## src/rtl/wdt_pkg.sv

```systemverilog
// constants and types for the windowed countdown watchdog
package wdt_pkg;
  localparam int unsigned CLK_MHZ            = 100;
  localparam int unsigned STEP_CYCLES        = 49152;
  localparam int unsigned WAKE_DELAY_CYCLES  = 4096;
  localparam int unsigned RESET_PULSE_TIME_NS = 1000;
  localparam int unsigned RESET_PULSE_CYCLES =
    (RESET_PULSE_TIME_NS * CLK_MHZ + 999) / 1000;
  localparam logic [3:0] CTRL_OFFSET         = 4'hc;
  localparam int unsigned ACT_BIT_POS        = 7;
  localparam int unsigned TOP_BIT_POS        = 6;
  localparam logic [6:0] COUNT_RESET         = 7'h7f;
  localparam logic       ACT_RESET           = 1'b0;
  localparam logic [6:0] TOP_CROSS_FROM      = 7'h40;

  typedef struct packed {
    logic       activation_bit;
    logic [6:0] countdown_value;
  } control_word_s;

  typedef struct packed {
    logic hw_activation;
    logic reset_on_halt;
  } options_s;

  typedef enum logic [1:0] {
    ST_RUN   = 2'b00,
    ST_HALT  = 2'b01,
    ST_WAKE  = 2'b10
  } power_state_e;
endpackage : wdt_pkg

```

## src/rtl/wdt_prescaler.sv

```systemverilog
// machine-cycle prescaler producing one step pulse per block of cycles
`timescale 1ns/1ps
module wdt_prescaler #(
  parameter int unsigned STEP = 49152
) (
  input  wire logic sys_clk,
  input  wire logic srst,
  input  wire logic restart,
  input  wire logic run,
  output logic      step
);
  logic [15:0] cnt_reg;
  logic [15:0] cnt_next;
  localparam logic [15:0] LAST = 16'(STEP - 1);
  wire at_last = (cnt_reg == LAST);
  assign cnt_next = restart ? 16'h0000 :
                    !run ? cnt_reg :
                    at_last ? 16'h0000 : cnt_reg + 16'h0001;
  assign step = run && !restart && at_last;
  always_ff @(posedge sys_clk) begin
    if (srst) cnt_reg <= 16'h0000;
    else cnt_reg <= cnt_next;
  end
endmodule : wdt_prescaler

```

## src/rtl/wdt_pulse.sv

```systemverilog
// stretches a one-cycle fire request into a low reset pulse on the pin
`timescale 1ns/1ps
module wdt_pulse #(
  parameter int unsigned WIDTH = 100
) (
  input  wire logic sys_clk,
  input  wire logic srst,
  input  wire logic fire,
  output logic      reset_n,
  output logic      busy
);
  logic [15:0] cnt_reg;
  logic [15:0] cnt_next;
  localparam logic [15:0] LOAD = 16'(WIDTH);
  assign cnt_next = fire ? LOAD : (cnt_reg != 16'h0000) ? cnt_reg - 16'h0001 : cnt_reg;
  assign busy = (cnt_reg != 16'h0000);
  always_ff @(posedge sys_clk) begin
    if (srst) cnt_reg <= 16'h0000;
    else cnt_reg <= cnt_next;
  end
  always_ff @(posedge sys_clk) begin
    if (srst) reset_n <= 1'b1;
    else reset_n <= !(cnt_next != 16'h0000);
  end
endmodule : wdt_pulse

```

## src/rtl/windowed_countdown_watchdog.sv

```systemverilog
// watchdog top: control word, countdown, halt handling and reset request
//
// Design decisions made here: strobed register access and the placing of the registers.
`timescale 1ns/1ps
// Function
// count steps down every 49152 cycles
// counter runs even while inactive
// crossing 40h to 3Fh fires reset pulse
// six low bits give steps to reset
// software refreshes control word regularly
// software refresh value lies FFh to C0h
// timeout spans 6.144 to 393.216 ms; at 100 MHz the code gives 0.49152 to 31.45728 ms
// inactive after reset, only reset deactivates
// write active with top clear resets
// hardware option forces watchdog active
// reset-on-halt option resets at halt
// halt stops counting and withholds reset
// interrupt wake resumes after 4096 clocks
// software refreshes before halt
// bit7 activation, bits 6:0 counter
// activation set by software, cleared by reset
// write loads counter, restarts prescaler, ORs
// option inputs sampled at reset release
module windowed_countdown_watchdog (
  input  wire logic       sys_clk,
  input  wire logic       srst,
  input  wire logic [3:0] reg_addr,
  input  wire logic [7:0] reg_wdata,
  input  wire logic       reg_wr,
  input  wire logic       reg_rd,
  output logic      [7:0] reg_rdata,
  input  wire logic       opt_hw_activation,
  input  wire logic       opt_reset_on_halt,
  input  wire logic       halt_exec,
  input  wire logic       ext_wake_irq,
  output logic            wdt_reset_n,
  output logic            wdt_reset_req,
  output logic            halted
);
  wdt_pkg::control_word_s ctrl_reg;
  wdt_pkg::control_word_s ctrl_next;
  wdt_pkg::options_s      opt_reg;
  wdt_pkg::options_s      opt_next;
  wdt_pkg::power_state_e  pstate_reg;
  wdt_pkg::power_state_e  pstate_next;
  logic                   opt_load_reg;
  logic [12:0]            wake_cnt_reg;
  logic [12:0]            wake_cnt_next;
  logic                   step;
  logic                   pulse_busy;

  localparam logic [12:0] WAKE_LAST = 13'(wdt_pkg::WAKE_DELAY_CYCLES - 1);

  // decode and effective activation
  wire ctrl_sel  = (reg_addr == wdt_pkg::CTRL_OFFSET);
  wire ctrl_wr   = reg_wr && ctrl_sel;
  wire active    = ctrl_reg.activation_bit || opt_reg.hw_activation;
  wire counting  = (pstate_reg == wdt_pkg::ST_RUN);
  wire cnt_step  = step && counting;
  wire crossing  = cnt_step && (ctrl_reg.countdown_value == wdt_pkg::TOP_CROSS_FROM);
  wire wr_act    = reg_wdata[wdt_pkg::ACT_BIT_POS] || ctrl_reg.activation_bit;
  wire wr_fire   = ctrl_wr && (wr_act || opt_reg.hw_activation)
                   && !reg_wdata[wdt_pkg::TOP_BIT_POS];
  wire cross_fire = crossing && active && !ctrl_wr;
  wire halt_fire = halt_exec && counting && active && opt_reg.reset_on_halt;
  wire fire      = (wr_fire || cross_fire || halt_fire) && !pulse_busy;

  // control word: write loads value and ORs activation
  always_comb begin
    ctrl_next = ctrl_reg;
    if (ctrl_wr) begin
      ctrl_next.activation_bit  = wr_act;
      ctrl_next.countdown_value = reg_wdata[6:0];
    end else if (cnt_step) begin
      ctrl_next.countdown_value = ctrl_reg.countdown_value - 7'h01;
    end
  end

  // options captured one cycle after reset release
  assign opt_next = opt_load_reg ? '{hw_activation: opt_hw_activation,
                                     reset_on_halt: opt_reset_on_halt} : opt_reg;

  // halt and wake sequencing
  always_comb begin
    pstate_next   = pstate_reg;
    wake_cnt_next = wake_cnt_reg;
    case (pstate_reg)
      wdt_pkg::ST_RUN: begin
        if (halt_exec && !(active && opt_reg.reset_on_halt)) begin
          pstate_next = wdt_pkg::ST_HALT;
        end
      end
      wdt_pkg::ST_HALT: begin
        if (ext_wake_irq) begin
          pstate_next   = wdt_pkg::ST_WAKE;
          wake_cnt_next = 13'h0000;
        end
      end
      wdt_pkg::ST_WAKE: begin
        if (wake_cnt_reg == WAKE_LAST) begin
          pstate_next = wdt_pkg::ST_RUN;
        end else begin
          wake_cnt_next = wake_cnt_reg + 13'h0001;
        end
      end
      default: begin
        pstate_next = wdt_pkg::ST_RUN;
      end
    endcase
  end

  always_ff @(posedge sys_clk) begin
    if (srst) begin
      ctrl_reg <= '{activation_bit: wdt_pkg::ACT_RESET,
                    countdown_value: wdt_pkg::COUNT_RESET};
      opt_reg      <= '{hw_activation: 1'b0, reset_on_halt: 1'b0};
      opt_load_reg <= 1'b1;
      pstate_reg   <= wdt_pkg::ST_RUN;
      wake_cnt_reg <= 13'h0000;
    end else begin
      ctrl_reg     <= ctrl_next;
      opt_reg      <= opt_next;
      opt_load_reg <= 1'b0;
      pstate_reg   <= pstate_next;
      wake_cnt_reg <= wake_cnt_next;
    end
  end

  // read data one cycle after the read strobe
  wire [7:0] rd_mux = ctrl_sel ? {active, ctrl_reg.countdown_value} : 8'h00;
  always_ff @(posedge sys_clk) begin
    if (srst) reg_rdata <= 8'h00;
    else if (reg_rd) reg_rdata <= rd_mux;
    else reg_rdata <= 8'h00;
  end

  always_ff @(posedge sys_clk) begin
    if (srst) wdt_reset_req <= 1'b0;
    else wdt_reset_req <= fire;
  end

  assign halted = (pstate_reg != wdt_pkg::ST_RUN);

  wdt_prescaler #(
    .STEP (wdt_pkg::STEP_CYCLES)
  ) u_prescaler (
    .sys_clk (sys_clk),
    .srst    (srst),
    .restart (ctrl_wr),
    .run     (counting),
    .step    (step)
  );

  wdt_pulse #(
    .WIDTH (wdt_pkg::RESET_PULSE_CYCLES)
  ) u_pulse (
    .sys_clk (sys_clk),
    .srst    (srst),
    .fire    (fire),
    .reset_n (wdt_reset_n),
    .busy    (pulse_busy)
  );
endmodule : windowed_countdown_watchdog

```

## config.mk

```make
export PLATFORM = sky130hd
export DESIGN_NAME = windowed_countdown_watchdog
export DESIGN_NICKNAME = d
export VERILOG_FILES = /design/src/rtl/wdt_pkg.sv /design/src/rtl/wdt_prescaler.sv /design/src/rtl/wdt_pulse.sv /design/src/rtl/windowed_countdown_watchdog.sv
export SDC_FILE = /design/constraint.sdc
export NUM_CORES = 1
export LEC_CHECK = 0
export CORE_MARGIN = 10
export CORE_UTILIZATION = 50
export CTS_BUF_LIST = sky130_fd_sc_hd__clkbuf_4
export CTS_CLUSTER_SIZE = 16
export DETAILED_ROUTE_END_ITERATION = 10
export DONT_BUFFER_PORTS = 1
export GPL_TIMING_DRIVEN = 0
export PLACE_DENSITY = 0.66
export SLEW_MARGIN = 20
export SYNTH_ARGS = -nofsm -noshare
export SYNTH_HDL_FRONTEND = slang
export SYNTH_SLANG_ARGS = --single-unit
```

## constraint.sdc

```tcl
create_clock -name sys_clk -period 7.4 [get_ports sys_clk]
set_clock_uncertainty 0.15 [all_clocks]
set_input_delay 0.74 -clock sys_clk [delete_from_list [all_inputs] [get_ports sys_clk]]
set_output_delay 0.74 -clock sys_clk [all_outputs]
set_load 0.03 [all_outputs]
```

==> qor.yml, run 1 <==
yosysMostFrequentCell: "dfxtp_1"
grt_pass1_wl_um: 11200
max-clock-path-buffers: 2
synth-seq-cells: 68
yosysWarnings: 0
worstPathRequired_ns: 7.61
setup_slack_ns: 4.63
nets: 397
htree_levels: 3
cp_top_family: "simple AND/OR/NAND/NOR gates"
irDropWorstVdd_mv: 0.236
grt_pass1_vias: 2346
postRouteAntennaNets: 0
seq_power_share_pct: 40.6
stdcell_count: 454
slowest_delay_ns: 0.44
numCtsBuffers: 9
cts_hold_buf: 0
synthTopCellsByArea: "dfxtp_1 (42%), nor2_1 (7.0%), xor2_1 (6.3%)"
yosysUniqueCellTypes: 57
cp-start-kind: "flop"
swShare_pct: 39.6
fmaxAchievable_ghz: 0.361
critPathCaptureType: "flop"
vias: 2493
rows: 29
hold_viol_final: 0
n_antenna_cell: 0
pin_count: 31
grt_overflow: 0
p_int_mw: 0.686
power-per-cell-area_mw_per_mm2: 331
finalSetupViolCount: 0
grt_usage_pct: 13.7
viasPerCell: 5.49
drv_slew: 0
yosys_most_used_dff: "dfxtp_1"
synthArstFlopShare_pct: 0
cp_slowest_cell: "nor3_4"
initial_core_util_pct: 51.1
cp_max_fo: 9
path_buf_inv: 2
slew_headroom_pct: 66.8
drive_above_1_share_pct: 10.9
gp_congestion: 0.828
hpwl_um: 4850
hold_path.class: "in -> reg"
rsz0062_at_grt: "false"
p_comb_share_pct: 41.3
yosysTopAreaCellShare_pct: 42.2
cp_cell_sequence: "buf_6 > inv_1 > ha_1 > nor4b_4 > nand2_1 > nor3_4 > a31oi_1 > a2111oi_4 > a41o_1"
insertion_delay_ns: 0.43
path_clk_slew_ns: 0.11
hp-start: "srst"
synth_edf_count: 0
timing_worst_setup_path_type: "reg -> reg"
fin_crit_sh_pct: 37.5
cts_resized: 0
cts_tree: "yes"
p_sw_mw: 0.450
grt_max_degree: 13
crit_arrival_ns: 2.98
p_total_mw: 1.14
synth_top_cells_by_count: "dfxtp_1 (68), nor2_1 (60), xor2_1 (23)"
crit_start: "u_pulse.cnt_reg[0]"
cts_setup_buffers: 0
dp_cells: 438
die_w_um: 100
synthesis.area_mm2: 0.00322
worst_slew_pin_slew_ns: 0.485
drt_iter0_markers: 77
drc_errors: 0
clock_sinks: 68
syn_area_per_cell_um2: 8.93
cts_root_buffer: "clkbuf_4"
timing.rr.start: "u_pulse.cnt_reg[0]"
drtPass1Iterations: 5
p_leak_nw: 1.29
portBuffers: 0
synth_fp_nets: 386
dp_slack_ns: 4.67
tns_ns: 0
cap_violations: 0
status: "finished, final reports clean"
wirelength_um: 6610
netlist_instances: 361
fin_util_pct: 54.3
wl_per_cell_um: 14.6
syn_to_final_growth_pct: 6.44
p_clk_share_pct: 18.0
synth.yosys.seq_area_share_pct: 42.2
die-height_um: 100
synth_top_cell_by_area: "dfxtp_1"
fp.coreArea_mm2: 0.00631
min_period_ns: 2.77
antenna_found_initial: 0
fp.dieArea_mm2: 0.0101
-- layout make-up --
cell class	count	area (um2)
fill	621	2880
multi-input combinational	272	1750
sequential	68	1360
tap	77	96.3
buffer	12	73.8
clock buffer	9	67.6
clock inverter	7	43.8
inverter	9	33.8
-- cell usage in the layout, fill, tap and decap left out, drive strengths merged, types with 3 or more instances in the layout --
| master | instances |
|---|---|
| xnor2 | 15 |
| nand4 | 11 |
| and2 | 11 |
| a21oi | 19 |
| nand3 | 13 |
| nand2 | 16 |
| inv | 9 |
| ha | 5 |
| nor4 | 5 |
| clkbuf | 16 |
| nor2 | 61 |
| nor2b | 5 |
| nor4b | 3 |
| or3b | 3 |
| or4 | 4 |
| buf | 4 |
| o21ai | 5 |
| or2 | 6 |
| a211o | 3 |
| nand2b | 4 |
| mux2i | 4 |
| and4 | 3 |
| nor3 | 19 |
| a211oi | 3 |
| and3 | 3 |
| clkinv | 5 |
| xor2 | 23 |
| or3 | 5 |
| dfxtp | 68 |
-- worst paths after layout --
path / slack [ns] / cells past startpoint / end
max: 4.63 / 9 / u_pulse.reset_n
min: 0.19 / 0 / opt_load_reg
max reg2reg: 4.63 / 9 / u_pulse.reset_n
min reg2reg: 0.34 / 1 / wake_cnt_reg[12]
-- kinds of logic after synthesis --
| group | Yosys count | synth area share [%] |
|---|---|---|
| compound gates | 46 | 9.98 |
| xor+xnor | 38 | 10.3 |
| fa+ha+maj | 5 | 1.94 |
| buf+inv | 21 | 3.34 |
| flops | 68 | 42.2 |
| mux | 5 | 1.59 |
| simple gates | 178 | 30.6 |
-- metrics by stage --
stage / cell area, um2 / hold WS, ns
floorplan: 3220 / 0.297
global placement: 3320 / 0.321
detailed placement: 3320 / 0.320
CTS: 3430 / 0.165
global route: 3430 / 0.167
finish: 3430 / 0.186
-- per-layer routing --
layer	global-route usage (%)	vias up	routed length [um]	part of all wire (%)
li1	-	1287	-	-
met4	7.17	0	148	2.2
met2	21.1	44	3070	47
met3	3.71	12	333	5.0
met1	17.0	1150	3050	46
met5	0	-	0	0
-- power by group through the flow --
stage / sequential, mW / combinational (mW) / clock [mW]
floorplan: 0.457 / 0.397 / 0
global placement: 0.468 / 0.462 / 0
detailed placement: 0.468 / 0.464 / 0
CTS: 0.460 / 0.468 / 0.213
global route: 0.468 / 0.528 / 0.226
finish: 0.462 / 0.470 / 0.205
(Power assumes the default switching activity.)
==> run 2, diff against run 1 <==
--- a/config.mk
+++ b/config.mk
@@ -12,7 +12,7 @@
 export DETAILED_ROUTE_END_ITERATION = 10
 export DONT_BUFFER_PORTS = 1
 export GPL_TIMING_DRIVEN = 0
-export PLACE_DENSITY = 0.66
+export PLACE_DENSITY = 0.69
 export SLEW_MARGIN = 20
 export SYNTH_ARGS = -nofsm -noshare
 export SYNTH_HDL_FRONTEND = slang
==> constraint.sdc (replaced) <==
create_clock -name sys_clk -period 2.5 [get_ports sys_clk]
set_clock_uncertainty 0.15 [all_clocks]
set_input_delay 0.25 -clock sys_clk [delete_from_list [all_inputs] [get_ports sys_clk]]
set_output_delay 0.25 -clock sys_clk [all_outputs]
set_load 0.03 [all_outputs]
==> run 2 against run 1 <==
Net effect: routed wire length grew 6.8%; critical endpoint unchanged; largest power group unchanged; register-to-register slack got worse by 4.5 ns; largest cell class unchanged; sequential power grew to 3.0 times the previous value; combinational power rose to 3.3 times the previous value; total power grew to 3.2 times the previous value.
==> qor.yml, run 2 (synthesis gave the netlist of run 1 again) <==
status: "finished, final reports clean"
slew_headroom_pct: 61.0
clock_sinks: 68
fp.coreArea_mm2: 0.00631
finalSetupViolCount: 0
hold_viol_final: 0
max-clock-path-buffers: 2
grt_max_degree: 11
crit_arrival_ns: 2.61
layout_common_cells: "dfxtp_1 (65), nor2_1 (60), xor2_1 (23)"
cts_root_buffer: "clkbuf_4"
drc_errors: 0
die-height_um: 100
cp_max_fo: 7
p_leak_nw: 1.40
grt_use_met2_pct: 23.3
gp_congestion: 0.825
drt_iter0_markers: 86
wl_per_cell_um: 15.0
fp.dieArea_mm2: 0.0101
grt_pass1_wl_um: 11900
drive_above_1_share_pct: 13.9
path_clk_slew_ns: 0.11
rows: 29
initial_core_util_pct: 51.1
pin_count: 31
fmaxAchievable_ghz: 0.414
nets: 417
timing_worst_setup_path_type: "reg -> reg"
gr-max-usage-layer: "met2"
insertion_delay_ns: 0.41
viasPerCell: 5.43
numCtsBuffers: 9
stdcell_count: 472
dp_cells: 438
portBuffers: 0
slowest_delay_ns: 0.41
cap_violations: 0
use_met3_pct: 2.95
final_common_cell: "dfxtp_1"
grt_pass1_vias: 2511
postRouteAntennaNets: 0
cp_cell_sequence: "ha_1 > or3b_4 > nor3_4 > a32oi_2 > and2_1 > buf_6 > a2111oi_4 > a41o_1"
grt_use_met1_pct: 18.0
fin_util_pct: 58.1
critPathCaptureType: "flop"
drtPass1Iterations: 4
cp_slowest_cell: "or3b_4"
syn_to_final_growth_pct: 13.8
wirelength_um: 7060
worstPathRequired_ns: 2.69
fin_crit_sh_pct: 96.7
cp-start-kind: "flop"
irDropWorstVdd_mv: 0.940
drv_slew: 0
min_period_ns: 2.42
die_w_um: 100
power-per-cell-area_mw_per_mm2: 982
htree_levels: 3
worst_slew_pin_slew_ns: 0.570
grt_usage_pct: 14.4
hpwl_um: 4920
hold_path.class: "in -> reg"
cts_tree: "yes"
vias: 2563
grt_overflow: 0
antenna_found_initial: 0
fill_cells: 591
n_antenna_cell: 0
## run 2: cell count changes in the layout (fill, tap and decap cells not counted), sizes merged
cell | before | now
clkbuf | 16 | 17
dlygate4sd3 | 0 | 13
clkinv | 5 | 3
bufinv | 0 | 1
buf | 4 | 11
clkinvlp | 2 | 0
## run 2: worst paths after layout
kind         slack, ns                to  depth (start not counted)                   start
max               0.08   u_pulse.reset_n                          8  u_prescaler.cnt_reg[0]
min               0.13       ctrl_reg[4]                          3                  reg_wr
max reg2reg       0.08   u_pulse.reset_n                          8  u_prescaler.cnt_reg[0]
min reg2reg       0.34  wake_cnt_reg[12]                          1        wake_cnt_reg[12]
## run 2: metrics by stage
step,cell area (um2),TNS (ns),power (mW),setup slack [ns],hold slack [ns]
floorplan,3220,0,2.53,0.135,0.128
global placement,3320,-0.642,2.74,-0.214,0.128
detailed placement,3320,-1.43,2.76,-0.215,0.128
CTS,3600,-0.0222,3.51,-0.0222,0.0820
global route,3670,-0.00536,3.87,-0.00536,0.108
finish,3670,0,3.60,0.0821,0.131
## run 2: critical path: cells and delay by family, from the launching register on
family	cells	cell delay, ns
buffers and inverters	1	0.13
AOI/OAI and AO/OA	3	0.70
adders and majority gates	1	0.15
DFF	1	0.37
and+or+nand+nor	3	0.83
## run 2: where the power goes
part | switching (mW) | internal [mW] | leakage, nW
Sequential | 0.170 | 1.21 | 0.554
Clock | 0.365 | 0.298 | 0.0672
Combinational | 0.810 | 0.750 | 0.783
## run 2: final cells by class
type                       instances  area (um2)  area share, %
sequential                        68        1370           37.3
multi-input combinational        272        1790           48.9
tap                               77        96.3           2.63
clock buffer                      10        75.1           2.05
timing repair buffer              20         183           4.98
inverter                           9        33.8          0.921
clock inverter                     4        42.5           1.16
buffer                            12        75.1           2.05
## run 2: repair_timing
| action | CTS | global route |
|---|---|---|
| gates cloned | 0 | 0 |
| hold buffers | 13 | 0 |
| endpoints found under the setup margin | 17 | 8 |
| endpoints found under the hold margin | 14 | 0 |
| buffers inserted | 4 | 3 |
| pin swaps | 2 | 9 |
| resized for setup | 4 | 10 |
## run 2: layer usage
metal / part of all wire (%) / up-vias
met5: 0 / -
met4: 2.3 / 0
met3: 2.6 / 16
met2: 48 / 30
met1: 47 / 1190
li1: - / 1327
